<file path="src/rtl/pulse_gen_pkg.sv">
package pulse_gen_pkg;

    // register indices on the 16-bit control port
    localparam logic [15:0] DRIVE_CTRL_ADDR = 16'h0030;
    localparam logic [15:0] LEVEL_A_ADDR = 16'h0031;
    localparam logic [15:0] LEVEL_B_ADDR = 16'h0032;
    localparam logic [15:0] MIX_BASE_ADDR = 16'h0640;
    localparam logic [15:0] MIX_LAST_ADDR = 16'h064F;

    // drive control field positions
    localparam int ENA_A_BIT = 0;
    localparam int ENA_B_BIT = 1;
    localparam int FIXED_A_BIT = 4;
    localparam int FIXED_B_BIT = 5;
    localparam int CLK_SEL_LSB = 8;
    localparam int RATE_LSB = 11;

    localparam logic [9:0] LEVEL_RESET = 10'h100;
    // audio duty holds 0% until the first rate tick, so an enable alone stays quiet
    localparam logic [9:0] AUDIO_DUTY_RESET = 10'h000;
    localparam logic [7:0] SRC_RESET = 8'h00;
    localparam logic [7:0] VOL_RESET = 8'h40;
    localparam int VOL_SHIFT = 6;

    localparam logic [2:0] CLK_SEL_LOW = 3'h0;
    localparam logic [2:0] CLK_SEL_MID = 3'h1;
    localparam logic [2:0] CLK_SEL_HIGH = 3'h2;

    localparam logic [3:0] RATE_SYNC_1 = 4'h0;
    localparam logic [3:0] RATE_SYNC_2 = 4'h1;
    localparam logic [3:0] RATE_SYNC_3 = 4'h2;
    localparam logic [3:0] RATE_ASYNC_1 = 4'h8;
    localparam logic [3:0] RATE_ASYNC_2 = 4'h9;

    // generator clock made by a phase accumulator on the 100 MHz clock
    localparam longint unsigned CLK_HZ = 100000000;
    localparam int NCO_BITS = 24;
    localparam longint unsigned GEN_48K_HZ = 6144000;
    localparam longint unsigned GEN_44K_HZ = 5644800;
    localparam logic [23:0] INC_48K = 24'((GEN_48K_HZ * (64'd1 << NCO_BITS)) / CLK_HZ);
    localparam logic [23:0] INC_44K = 24'((GEN_44K_HZ * (64'd1 << NCO_BITS)) / CLK_HZ);

    typedef struct packed {
        logic [15:0] addr;
        logic [15:0] wdata;
        logic we;
        logic re;
    } reg_req_t;

    typedef struct packed {
        logic [7:0] src;
        logic [7:0] vol;
    } mix_path_t;

endpackage : pulse_gen_pkg

</file>
<file path="src/rtl/audio_modulated_pulse_gen.sv">
// Functional notes
// - two generators, audio or fixed duty
// - per generator four-input mixer with volumes
// - each output goes straight to a pin
// - outputs never feed back into mixers
// - mixer registers occupy 640h through 64Fh
// - bit 1 enables second generator
// - bit 0 enables first generator
// - bits 5,4 choose fixed level duty
// - level 10-bit signed, 000h half, 200h zero
// - bits 10:8 pick generator clock rate
// - higher generator clock gives a higher pulse rate, same 1024 duty steps
// - bits 14:11 pick cycle rate, some reserved
`timescale 1ns/1ns
`default_nettype none
module audio_modulated_pulse_gen
    import pulse_gen_pkg::*;
#(
    parameter int NUM_SRC = 4
) (
    input wire logic CLK_I,
    input wire logic SRST_I,
    input wire logic [15:0] REG_ADDR_I,
    input wire logic [15:0] REG_WDATA_I,
    input wire logic REG_WE_I,
    input wire logic REG_RE_I,
    output logic [15:0] REG_RDATA_O,
    input wire logic FAMILY_44K_I,
    input wire logic [4:0] RATE_TICK_I,
    input wire logic [NUM_SRC-1:0][15:0] SRC_SAMPLE_I,
    output logic PWM_A_O,
    output logic PWM_B_O
);
    reg_req_t req;
    assign req = '{addr: REG_ADDR_I, wdata: REG_WDATA_I, we: REG_WE_I, re: REG_RE_I};

    logic [15:0] drive_reg;
    logic [9:0] level_a_reg;
    logic [9:0] level_b_reg;
    mix_path_t mix_reg [0:7];
    logic [NCO_BITS:0] nco_reg;
    logic [15:0] rdata_next;

    function automatic logic [15:0] pick_src(input logic [7:0] code,
                                              input logic [NUM_SRC-1:0][15:0] s);
        logic [15:0] v;
        v = 16'h0000;
        for (int i = 0; i < NUM_SRC; i++) begin
            if (code == 8'(i + 1)) begin
                v = s[i];
            end
        end
        return v;
    endfunction : pick_src

    // sum of four scaled paths, saturated; result is the top ten bits
    function automatic logic [9:0] mix4(input mix_path_t p0, input mix_path_t p1,
                                        input mix_path_t p2, input mix_path_t p3,
                                        input logic [NUM_SRC-1:0][15:0] s);
        logic signed [25:0] acc;
        mix_path_t p [4];
        acc = 26'sd0;
        p[0] = p0;
        p[1] = p1;
        p[2] = p2;
        p[3] = p3;
        for (int i = 0; i < 4; i++) begin
            acc = acc + ((26'($signed(pick_src(p[i].src, s)))
                          * $signed({18'h00000, p[i].vol})) >>> VOL_SHIFT);
        end
        if (acc > 26'sd32767) begin
            acc = 26'sd32767;
        end else if (acc < -26'sd32768) begin
            acc = -26'sd32768;
        end
        return acc[15:6];
    endfunction : mix4

    // decodes
    wire drive_hit = req.addr == DRIVE_CTRL_ADDR;
    wire lvl_a_hit = req.addr == LEVEL_A_ADDR;
    wire lvl_b_hit = req.addr == LEVEL_B_ADDR;
    wire mix_hit = req.addr >= MIX_BASE_ADDR && req.addr <= MIX_LAST_ADDR;
    wire [3:0] mix_off = req.addr[3:0];
    wire [2:0] clk_sel = drive_reg[CLK_SEL_LSB +: 3];
    wire [3:0] rate_sel = drive_reg[RATE_LSB +: 4];

    // reserved clock codes fall back to the lowest rate
    wire [23:0] inc_base = FAMILY_44K_I ? INC_44K : INC_48K;
    wire [23:0] nco_inc = (clk_sel == CLK_SEL_HIGH) ? 24'(inc_base << 2) :
                          (clk_sel == CLK_SEL_MID) ? 24'(inc_base << 1) : inc_base;
    wire gen_tick = nco_reg[NCO_BITS];

    // reserved rate codes give no ticks, so audio duty freezes
    wire rate_tick = (rate_sel == RATE_SYNC_1) ? RATE_TICK_I[0] :
                     (rate_sel == RATE_SYNC_2) ? RATE_TICK_I[1] :
                     (rate_sel == RATE_SYNC_3) ? RATE_TICK_I[2] :
                     (rate_sel == RATE_ASYNC_1) ? RATE_TICK_I[3] :
                     (rate_sel == RATE_ASYNC_2) ? RATE_TICK_I[4] : 1'b0;

    // mixer inputs are external samples only; the pulse outputs never loop back
    wire [9:0] mix_a = mix4(mix_reg[0], mix_reg[1], mix_reg[2], mix_reg[3],
                            SRC_SAMPLE_I);
    wire [9:0] mix_b = mix4(mix_reg[4], mix_reg[5], mix_reg[6], mix_reg[7], SRC_SAMPLE_I);

    always_comb begin
        rdata_next = 16'h0000;
        if (drive_hit) begin
            rdata_next = drive_reg;
        end else if (lvl_a_hit) begin
            rdata_next = {6'h00, level_a_reg};
        end else if (lvl_b_hit) begin
            rdata_next = {6'h00, level_b_reg};
        end else if (mix_hit) begin
            rdata_next = mix_off[0] ? {8'h00, mix_reg[mix_off[3:1]].vol}
                                    : {8'h00, mix_reg[mix_off[3:1]].src};
        end
    end

    always_ff @(posedge CLK_I) begin
        if (SRST_I) begin
            drive_reg <= 16'h0000;
            level_a_reg <= LEVEL_RESET;
            level_b_reg <= LEVEL_RESET;
        end else if (req.we) begin
            if (drive_hit) begin
                drive_reg <= {1'b0, req.wdata[14:8], 2'h0, req.wdata[5:4], 2'h0, req.wdata[1:0]};
            end
            if (lvl_a_hit) begin
                level_a_reg <= req.wdata[9:0];
            end
            if (lvl_b_hit) begin
                level_b_reg <= req.wdata[9:0];
            end
        end
    end

    always_ff @(posedge CLK_I) begin
        for (int i = 0; i < 8; i++) begin
            if (SRST_I) begin
                mix_reg[i] <= '{src: SRC_RESET, vol: VOL_RESET};
            end else if (req.we && mix_hit && mix_off[3:1] == 3'(i)) begin
                if (mix_off[0]) begin
                    mix_reg[i].vol <= req.wdata[7:0];
                end else begin
                    mix_reg[i].src <= req.wdata[7:0];
                end
            end
        end
    end

    // carry out of the accumulator marks one generator clock period
    always_ff @(posedge CLK_I) begin
        if (SRST_I) begin
            nco_reg <= '0;
        end else begin
            nco_reg <= {1'b0, nco_reg[NCO_BITS-1:0]} + {1'b0, nco_inc};
        end
    end

    always_ff @(posedge CLK_I) begin
        if (SRST_I) begin
            REG_RDATA_O <= 16'h0000;
        end else if (req.re) begin
            REG_RDATA_O <= rdata_next;
        end
    end

    // core outputs are flops and go straight to the pin
    pulse_gen_core gen_a (
        .clk_i(CLK_I),
        .srst_i(SRST_I),
        .enable_i(drive_reg[ENA_A_BIT]),
        .gen_tick_i(gen_tick),
        .rate_tick_i(rate_tick),
        .fixed_i(drive_reg[FIXED_A_BIT]),
        .fixed_level_i(level_a_reg),
        .mix_level_i(mix_a),
        .pwm_o(PWM_A_O)
    );

    pulse_gen_core gen_b (
        .clk_i(CLK_I),
        .srst_i(SRST_I),
        .enable_i(drive_reg[ENA_B_BIT]),
        .gen_tick_i(gen_tick),
        .rate_tick_i(rate_tick),
        .fixed_i(drive_reg[FIXED_B_BIT]),
        .fixed_level_i(level_b_reg),
        .mix_level_i(mix_b),
        .pwm_o(PWM_B_O)
    );

    drive_readback_a: assert property (@(posedge CLK_I) disable iff (SRST_I)
        (req.we && drive_hit) ##1 (req.re && drive_hit && !req.we)
        |=> REG_RDATA_O[1:0] == $past(REG_WDATA_I[1:0], 2))
        else $error("enable bits not read back");
    mix_window_a: assert property (@(posedge CLK_I) disable iff (SRST_I)
        (req.re && req.addr == 16'h0650) |=> REG_RDATA_O == 16'h0000)
        else $error("address past mixer range answered");
    enable_low_a: assert property (@(posedge CLK_I) disable iff (SRST_I)
        !drive_reg[ENA_A_BIT] [*2] |-> !PWM_A_O)
        else $error("first output active while disabled");
    reserved_rate_a: assert property (@(posedge CLK_I) disable iff (SRST_I)
        (rate_sel == 4'h3) |-> !rate_tick)
        else $error("reserved rate produced a tick");
    high_clk_a: assert property (@(posedge CLK_I) disable iff (SRST_I)
        (clk_sel == CLK_SEL_HIGH) |-> nco_inc == 24'(inc_base << 2))
        else $error("high clock code gave wrong step");
    rdata_hold_a: assert property (@(posedge CLK_I) disable iff (SRST_I)
        !req.re |=> $stable(REG_RDATA_O))
        else $error("read data moved without a read");
    drive_spare_a: assert property (@(posedge CLK_I) disable iff (SRST_I)
        (drive_reg & 16'h80CC) == 16'h0000)
        else $error("unused control bits set");
    tick_single_a: assert property (@(posedge CLK_I) disable iff (SRST_I)
        gen_tick |=> !gen_tick)
        else $error("generator tick two cycles running");
endmodule : audio_modulated_pulse_gen
`default_nettype wire

</file>
<file path="src/rtl/pulse_gen_core.sv">
`timescale 1ns/1ns
`default_nettype none
module pulse_gen_core
    import pulse_gen_pkg::*;
(
    input wire logic clk_i,
    input wire logic srst_i,
    input wire logic enable_i,
    input wire logic gen_tick_i,
    input wire logic rate_tick_i,
    input wire logic fixed_i,
    input wire logic [9:0] fixed_level_i,
    input wire logic [9:0] mix_level_i,
    output logic pwm_o
);
    logic [9:0] cnt_reg;
    logic [9:0] audio_duty_reg;
    wire [9:0] fixed_duty = {~fixed_level_i[9], fixed_level_i[8:0]};
    wire [9:0] mix_duty = {~mix_level_i[9], mix_level_i[8:0]};
    wire [9:0] duty = fixed_i ? fixed_duty : audio_duty_reg;
    wire pwm_next = enable_i && (cnt_reg < duty);

    always_ff @(posedge clk_i) begin
        if (srst_i || !enable_i) begin
            cnt_reg <= 10'h000;
        end else if (gen_tick_i) begin
            cnt_reg <= cnt_reg + 10'h001;
        end
    end

    // audio duty is sampled once per cycle-rate period
    always_ff @(posedge clk_i) begin
        if (srst_i) begin
            audio_duty_reg <= AUDIO_DUTY_RESET;
        end else if (rate_tick_i) begin
            audio_duty_reg <= mix_duty;
        end
    end

    always_ff @(posedge clk_i) begin
        if (srst_i) begin
            pwm_o <= 1'b0;
        end else begin
            pwm_o <= pwm_next;
        end
    end

    off_low_a: assert property (@(posedge clk_i) disable iff (srst_i)
        !enable_i |=> !pwm_o) else $error("output high while disabled");
    fixed_zero_a: assert property (@(posedge clk_i) disable iff (srst_i)
        (enable_i && fixed_i && fixed_level_i == 10'h200) |=> !pwm_o)
        else $error("zero duty level drove output high");
    duty_latch_a: assert property (@(posedge clk_i) disable iff (srst_i)
        rate_tick_i |=> audio_duty_reg == $past(mix_duty))
        else $error("audio duty not taken at rate tick");
endmodule : pulse_gen_core
`default_nettype wire

</file>
<file path="config.mk">
export PLATFORM = sky130hd
export DESIGN_NAME = audio_modulated_pulse_gen
export DESIGN_NICKNAME = d
export VERILOG_FILES = /design/src/rtl/pulse_gen_pkg.sv /design/src/rtl/audio_modulated_pulse_gen.sv /design/src/rtl/pulse_gen_core.sv
export SDC_FILE = /design/constraint.sdc
export NUM_CORES = 2
export LEC_CHECK = 0
export BUFFER_PORTS_ARGS = -buffer_cell sky130_fd_sc_hd__buf_2
export CORE_AREA = 2 2 316 318
export DETAILED_ROUTE_END_ITERATION = 8
export DIE_AREA = 0 0 318 320
export PLACE_DENSITY = 0.8
export SYNTH_ARGS = -nofsm -noshare
export SYNTH_HDL_FRONTEND = slang
export SYNTH_SLANG_ARGS = --single-unit
</file>
<file path="constraint.sdc">
create_clock -name CLK_I -period 13.31 [get_ports CLK_I]
set_clock_uncertainty 0.1 [all_clocks]
set_input_delay 1.331 -clock CLK_I [delete_from_list [all_inputs] [get_ports CLK_I]]
set_output_delay 1.331 -clock CLK_I [all_outputs]
set_load 0.005 [all_outputs]
</file>
==> flow_metrics.tcl <==
set metrics [dict create \
    status "finished, final reports clean" \
    synth-seq-cells 238 \
    syn_nets 7475 \
    p_seq_share_pct 37.5 \
    wl_met1_mm 56.63 \
    max_stage_delay_ns 1.03 \
    dpl_cell_area_um2 55350 \
    drive_gt1_share_pct 5.565 \
    p_sw_uw 918.6 \
    syn_area_um2 53810 \
    stdcell_area_um2 56170 \
    yosys.area.top_type "fa_1" \
    critPathKind "reg -> reg" \
    hpwl_mm 121.7 \
    hold_class "reg -> reg" \
    rsz0062_at_grt "no" \
    ir_drop_v 0.00007933 \
    top_layer_used "met5" \
    viasPerCell 5.926 \
    dr.pass1.iters 8 \
    comb_power_share_pct 34.0 \
    track_usage_pct 30.48 \
    grt_pass1_vias 44467 \
    cts_buffer_depth 3 \
    setup_viol 0 \
    worstSetupEndpointType "flip-flop" \
    critPathMaxFanout 10 \
    fmax_mhz 81.99 \
    cts_root_buffer "clkbuf_16" \
    clk_pin_slew_worst_paths_ns 0.06 \
    met2_length_mm 68.43 \
    cts_tree "yes" \
    antenna_found_initial 18 \
    fin_tns_setup_ns 0 \
    r2r_cells 36 \
    die_area_um2 101800 \
    crit_cells 36 \
    cts_resized 0 \
    intPower_mw 1.553 \
    synth_top_cell_area_share_pct 33.00 \
    via_count 43144 \
    area_growth_syn_to_layout_pct 4.381 \
    cp_slowest_cell "nor4_1" \
    finalMaxSlewViolations 0 \
    hold_viol_final 0 \
    hold_depth 2 \
    cp.arrival_ns 12.55 \
    grt_max_degree 91 \
    clock_latency_ns 0.55 \
    powerDensity_nw_per_um2 44.00 \
    wl_met3_mm 18.30 \
    critPathTopFamily "compound AO/OA/AOI/OAI gates" \
    die_h_um 320 \
    worst_slew_pin_slew_ns 1.234 \
    grt_overflow 0 \
    drc 0 \
    wl_per_cell_um 20.94 \
    design.core.area_um2 97990 \
    pwr-share-clk_pct 28.4 \
    multi_input_area_um2 42740 \
    syn_area_per_cell_um2 8.928 \
    ios 124 \
    synth_edf_count 128 \
    maxSlewHeadroom_pct 17.20 \
    drt-initial-drc-count 4473 \
    ys.warnings.count 0 \
    seq_area_um2 6046 \
    drv_cap 0 \
    cp_data_required_time_ns 13.67 \
    nets 7415 \
    gp_congestion 1.005 \
    ys_types 102 \
    cts.sinks 238 \
    fin_crit_ns 12.20 \
    cts_setup_buffers 0 \
    cts_hold_buf 0 \
    path_common_cell "fa_1" \
    leakage_nw 28.64 \
    cp-start-kind "flip-flop" \
    synth_area_leaders "fa_1 33%, ha_1 11%, inv_1 7.7%, edfxtp_1 7.1%, and2_1 7.1%" \
    cts_max_level 1 \
    netlist_instances 6027 \
    finalPower_mw 2.471 \
    crit_buf_inv 3 \
    sw_frac_of_total_pct 37.17 \
    rows 115 \
    grt_first_pass_wirelength_mm 243.6 \
    portBuffers 121 \
    die_x_um 318 \
    cts_made_buffers 26 \
    finalCritPeriodShare_pct 91.64 \
    synth_ff_type "edfxtp_1" \
    start_util_pct 54.92 \
    largest_reg_flops 128 \
    ant_nets 0 \
    fillerInstances 8301 \
    ys_seq_area_share_pct 11.24 \
    wl_mm 152.4 \
    ys_async_sr_fraction_pct 0 \
]
## worst paths after layout
path | from | to | slack (ns)
hold / removal | nco_reg[23] | nco_reg[24] | 0.35
setup / recovery | mix_reg[0][15] | gen_a.audio_duty_reg[0] | 1.11
setup reg to reg | mix_reg[0][15] | gen_a.audio_duty_reg[0] | 1.11
hold reg to reg | nco_reg[23] | nco_reg[24] | 0.35
## power groups by stage
stage / combinational [mW] / clock [mW] / sequential [mW]
5_1_grt: 0.921 / 0.734 / 0.931
2_1_floorplan: 0.614 / 0 / 0.865
3_3_place_gp: 0.794 / 0 / 0.933
6_report: 0.841 / 0.703 / 0.927
4_1_cts: 0.825 / 0.705 / 0.921
3_5_place_dp: 0.815 / 0 / 0.936
## placed cells by master, fill, tap and decap left out, types with 57 or more instances in the layout
cell | netlist | layout
fa_1 | 887 | 887
xor2_1 | 68 | 68
and2_1 | 612 | 612
a21oi_1 | 195 | 194
a22oi_1 | 57 | 57
nand2_1 | 652 | 652
nor2b_1 | 101 | 101
o21ai_0 | 66 | 66
edfxtp_1 | 128 | 128
nor3_1 | 67 | 67
mux2i_1 | 60 | 60
nand2b_1 | 75 | 75
nand3_1 | 65 | 65
buf_2 | 9 | 120
xnor2_1 | 142 | 142
ha_1 | 455 | 455
inv_1 | 1104 | 1104
nor2_1 | 294 | 294
o21ai_1 | 61 | 61
dfxtp_1 | 110 | 110
## synthesized netlist by cell type (all sizes together) (8+ instances only)
cell       n
and2     614
nor4b      8
o21bai    29
clkbuf   196
and3      21
a21o      52
xor2      68
mux2i     60
nor2b    101
a21oi    202
nand2    653
a222oi    17
a22oi     57
a22o      23
mux2      57
o21a      41
or2       10
fa       887
inv     1109
o41ai      8
buf       37
mux4      41
nor3      67
edfxtp   128
nand2b    75
or3       24
a221o     13
nand3     65
a31oi      9
nand3b    13
nor2     294
ha       455
o21ai    129
nand4     19
a221oi    36
a211oi    33
xnor2    142
dfxtp    110
nor4      11
## kinds of logic after synthesis
kind of cell	after synthesis	synth area share, %
AOI/OAI and AO/OA	724	9.317
xor gates and xnor gates	210	3.418
adders and majority gates	1342	43.58
buffers and inverters	1342	9.431
DFF	238	11.24
muxes	158	4.032
other	1	0.006969
and+or+nand+nor	2012	18.98
## layout make-up
type,count,share of cell area [%]
clock inverter,10,0.1515
timing repair buffer,145,1.403
inverter,1109,7.411
sequential,238,10.76
antenna,9,0.04010
clock buffer,35,1.274
multi-input combinational,4447,76.09
tap,1287,2.867
## per-stage QoR
stage          setup WS (ns)  utilization (%)  cells  hold slack [ns]
6_report               1.113            57.32   7280           0.3517
5_1_grt               0.6195            57.31   7275           0.3895
4_1_cts                1.345            57.30   7271           0.3551
3_5_place_dp           1.373            56.48   7226           0.3457
3_3_place_gp           1.625            56.48   7226           0.3382
2_1_floorplan          3.154                -   6027           0.3267
## per-layer routing
layer / GRT usage [%] / vias to the layer above
li1: - / 19016
met1: 38.72 / 21378
met2: 48.32 / 2200
met3: 8.048 / 534
met4: 15.08 / 16
met5: 0 / -
## tightest hold or removal path: stages (launching register included)
cell and delay (ns):
dfxtp_1 0.31, nand2_1 0.06, nor3_1 0.04
Note: power is estimated with default switching activity, not from simulation.
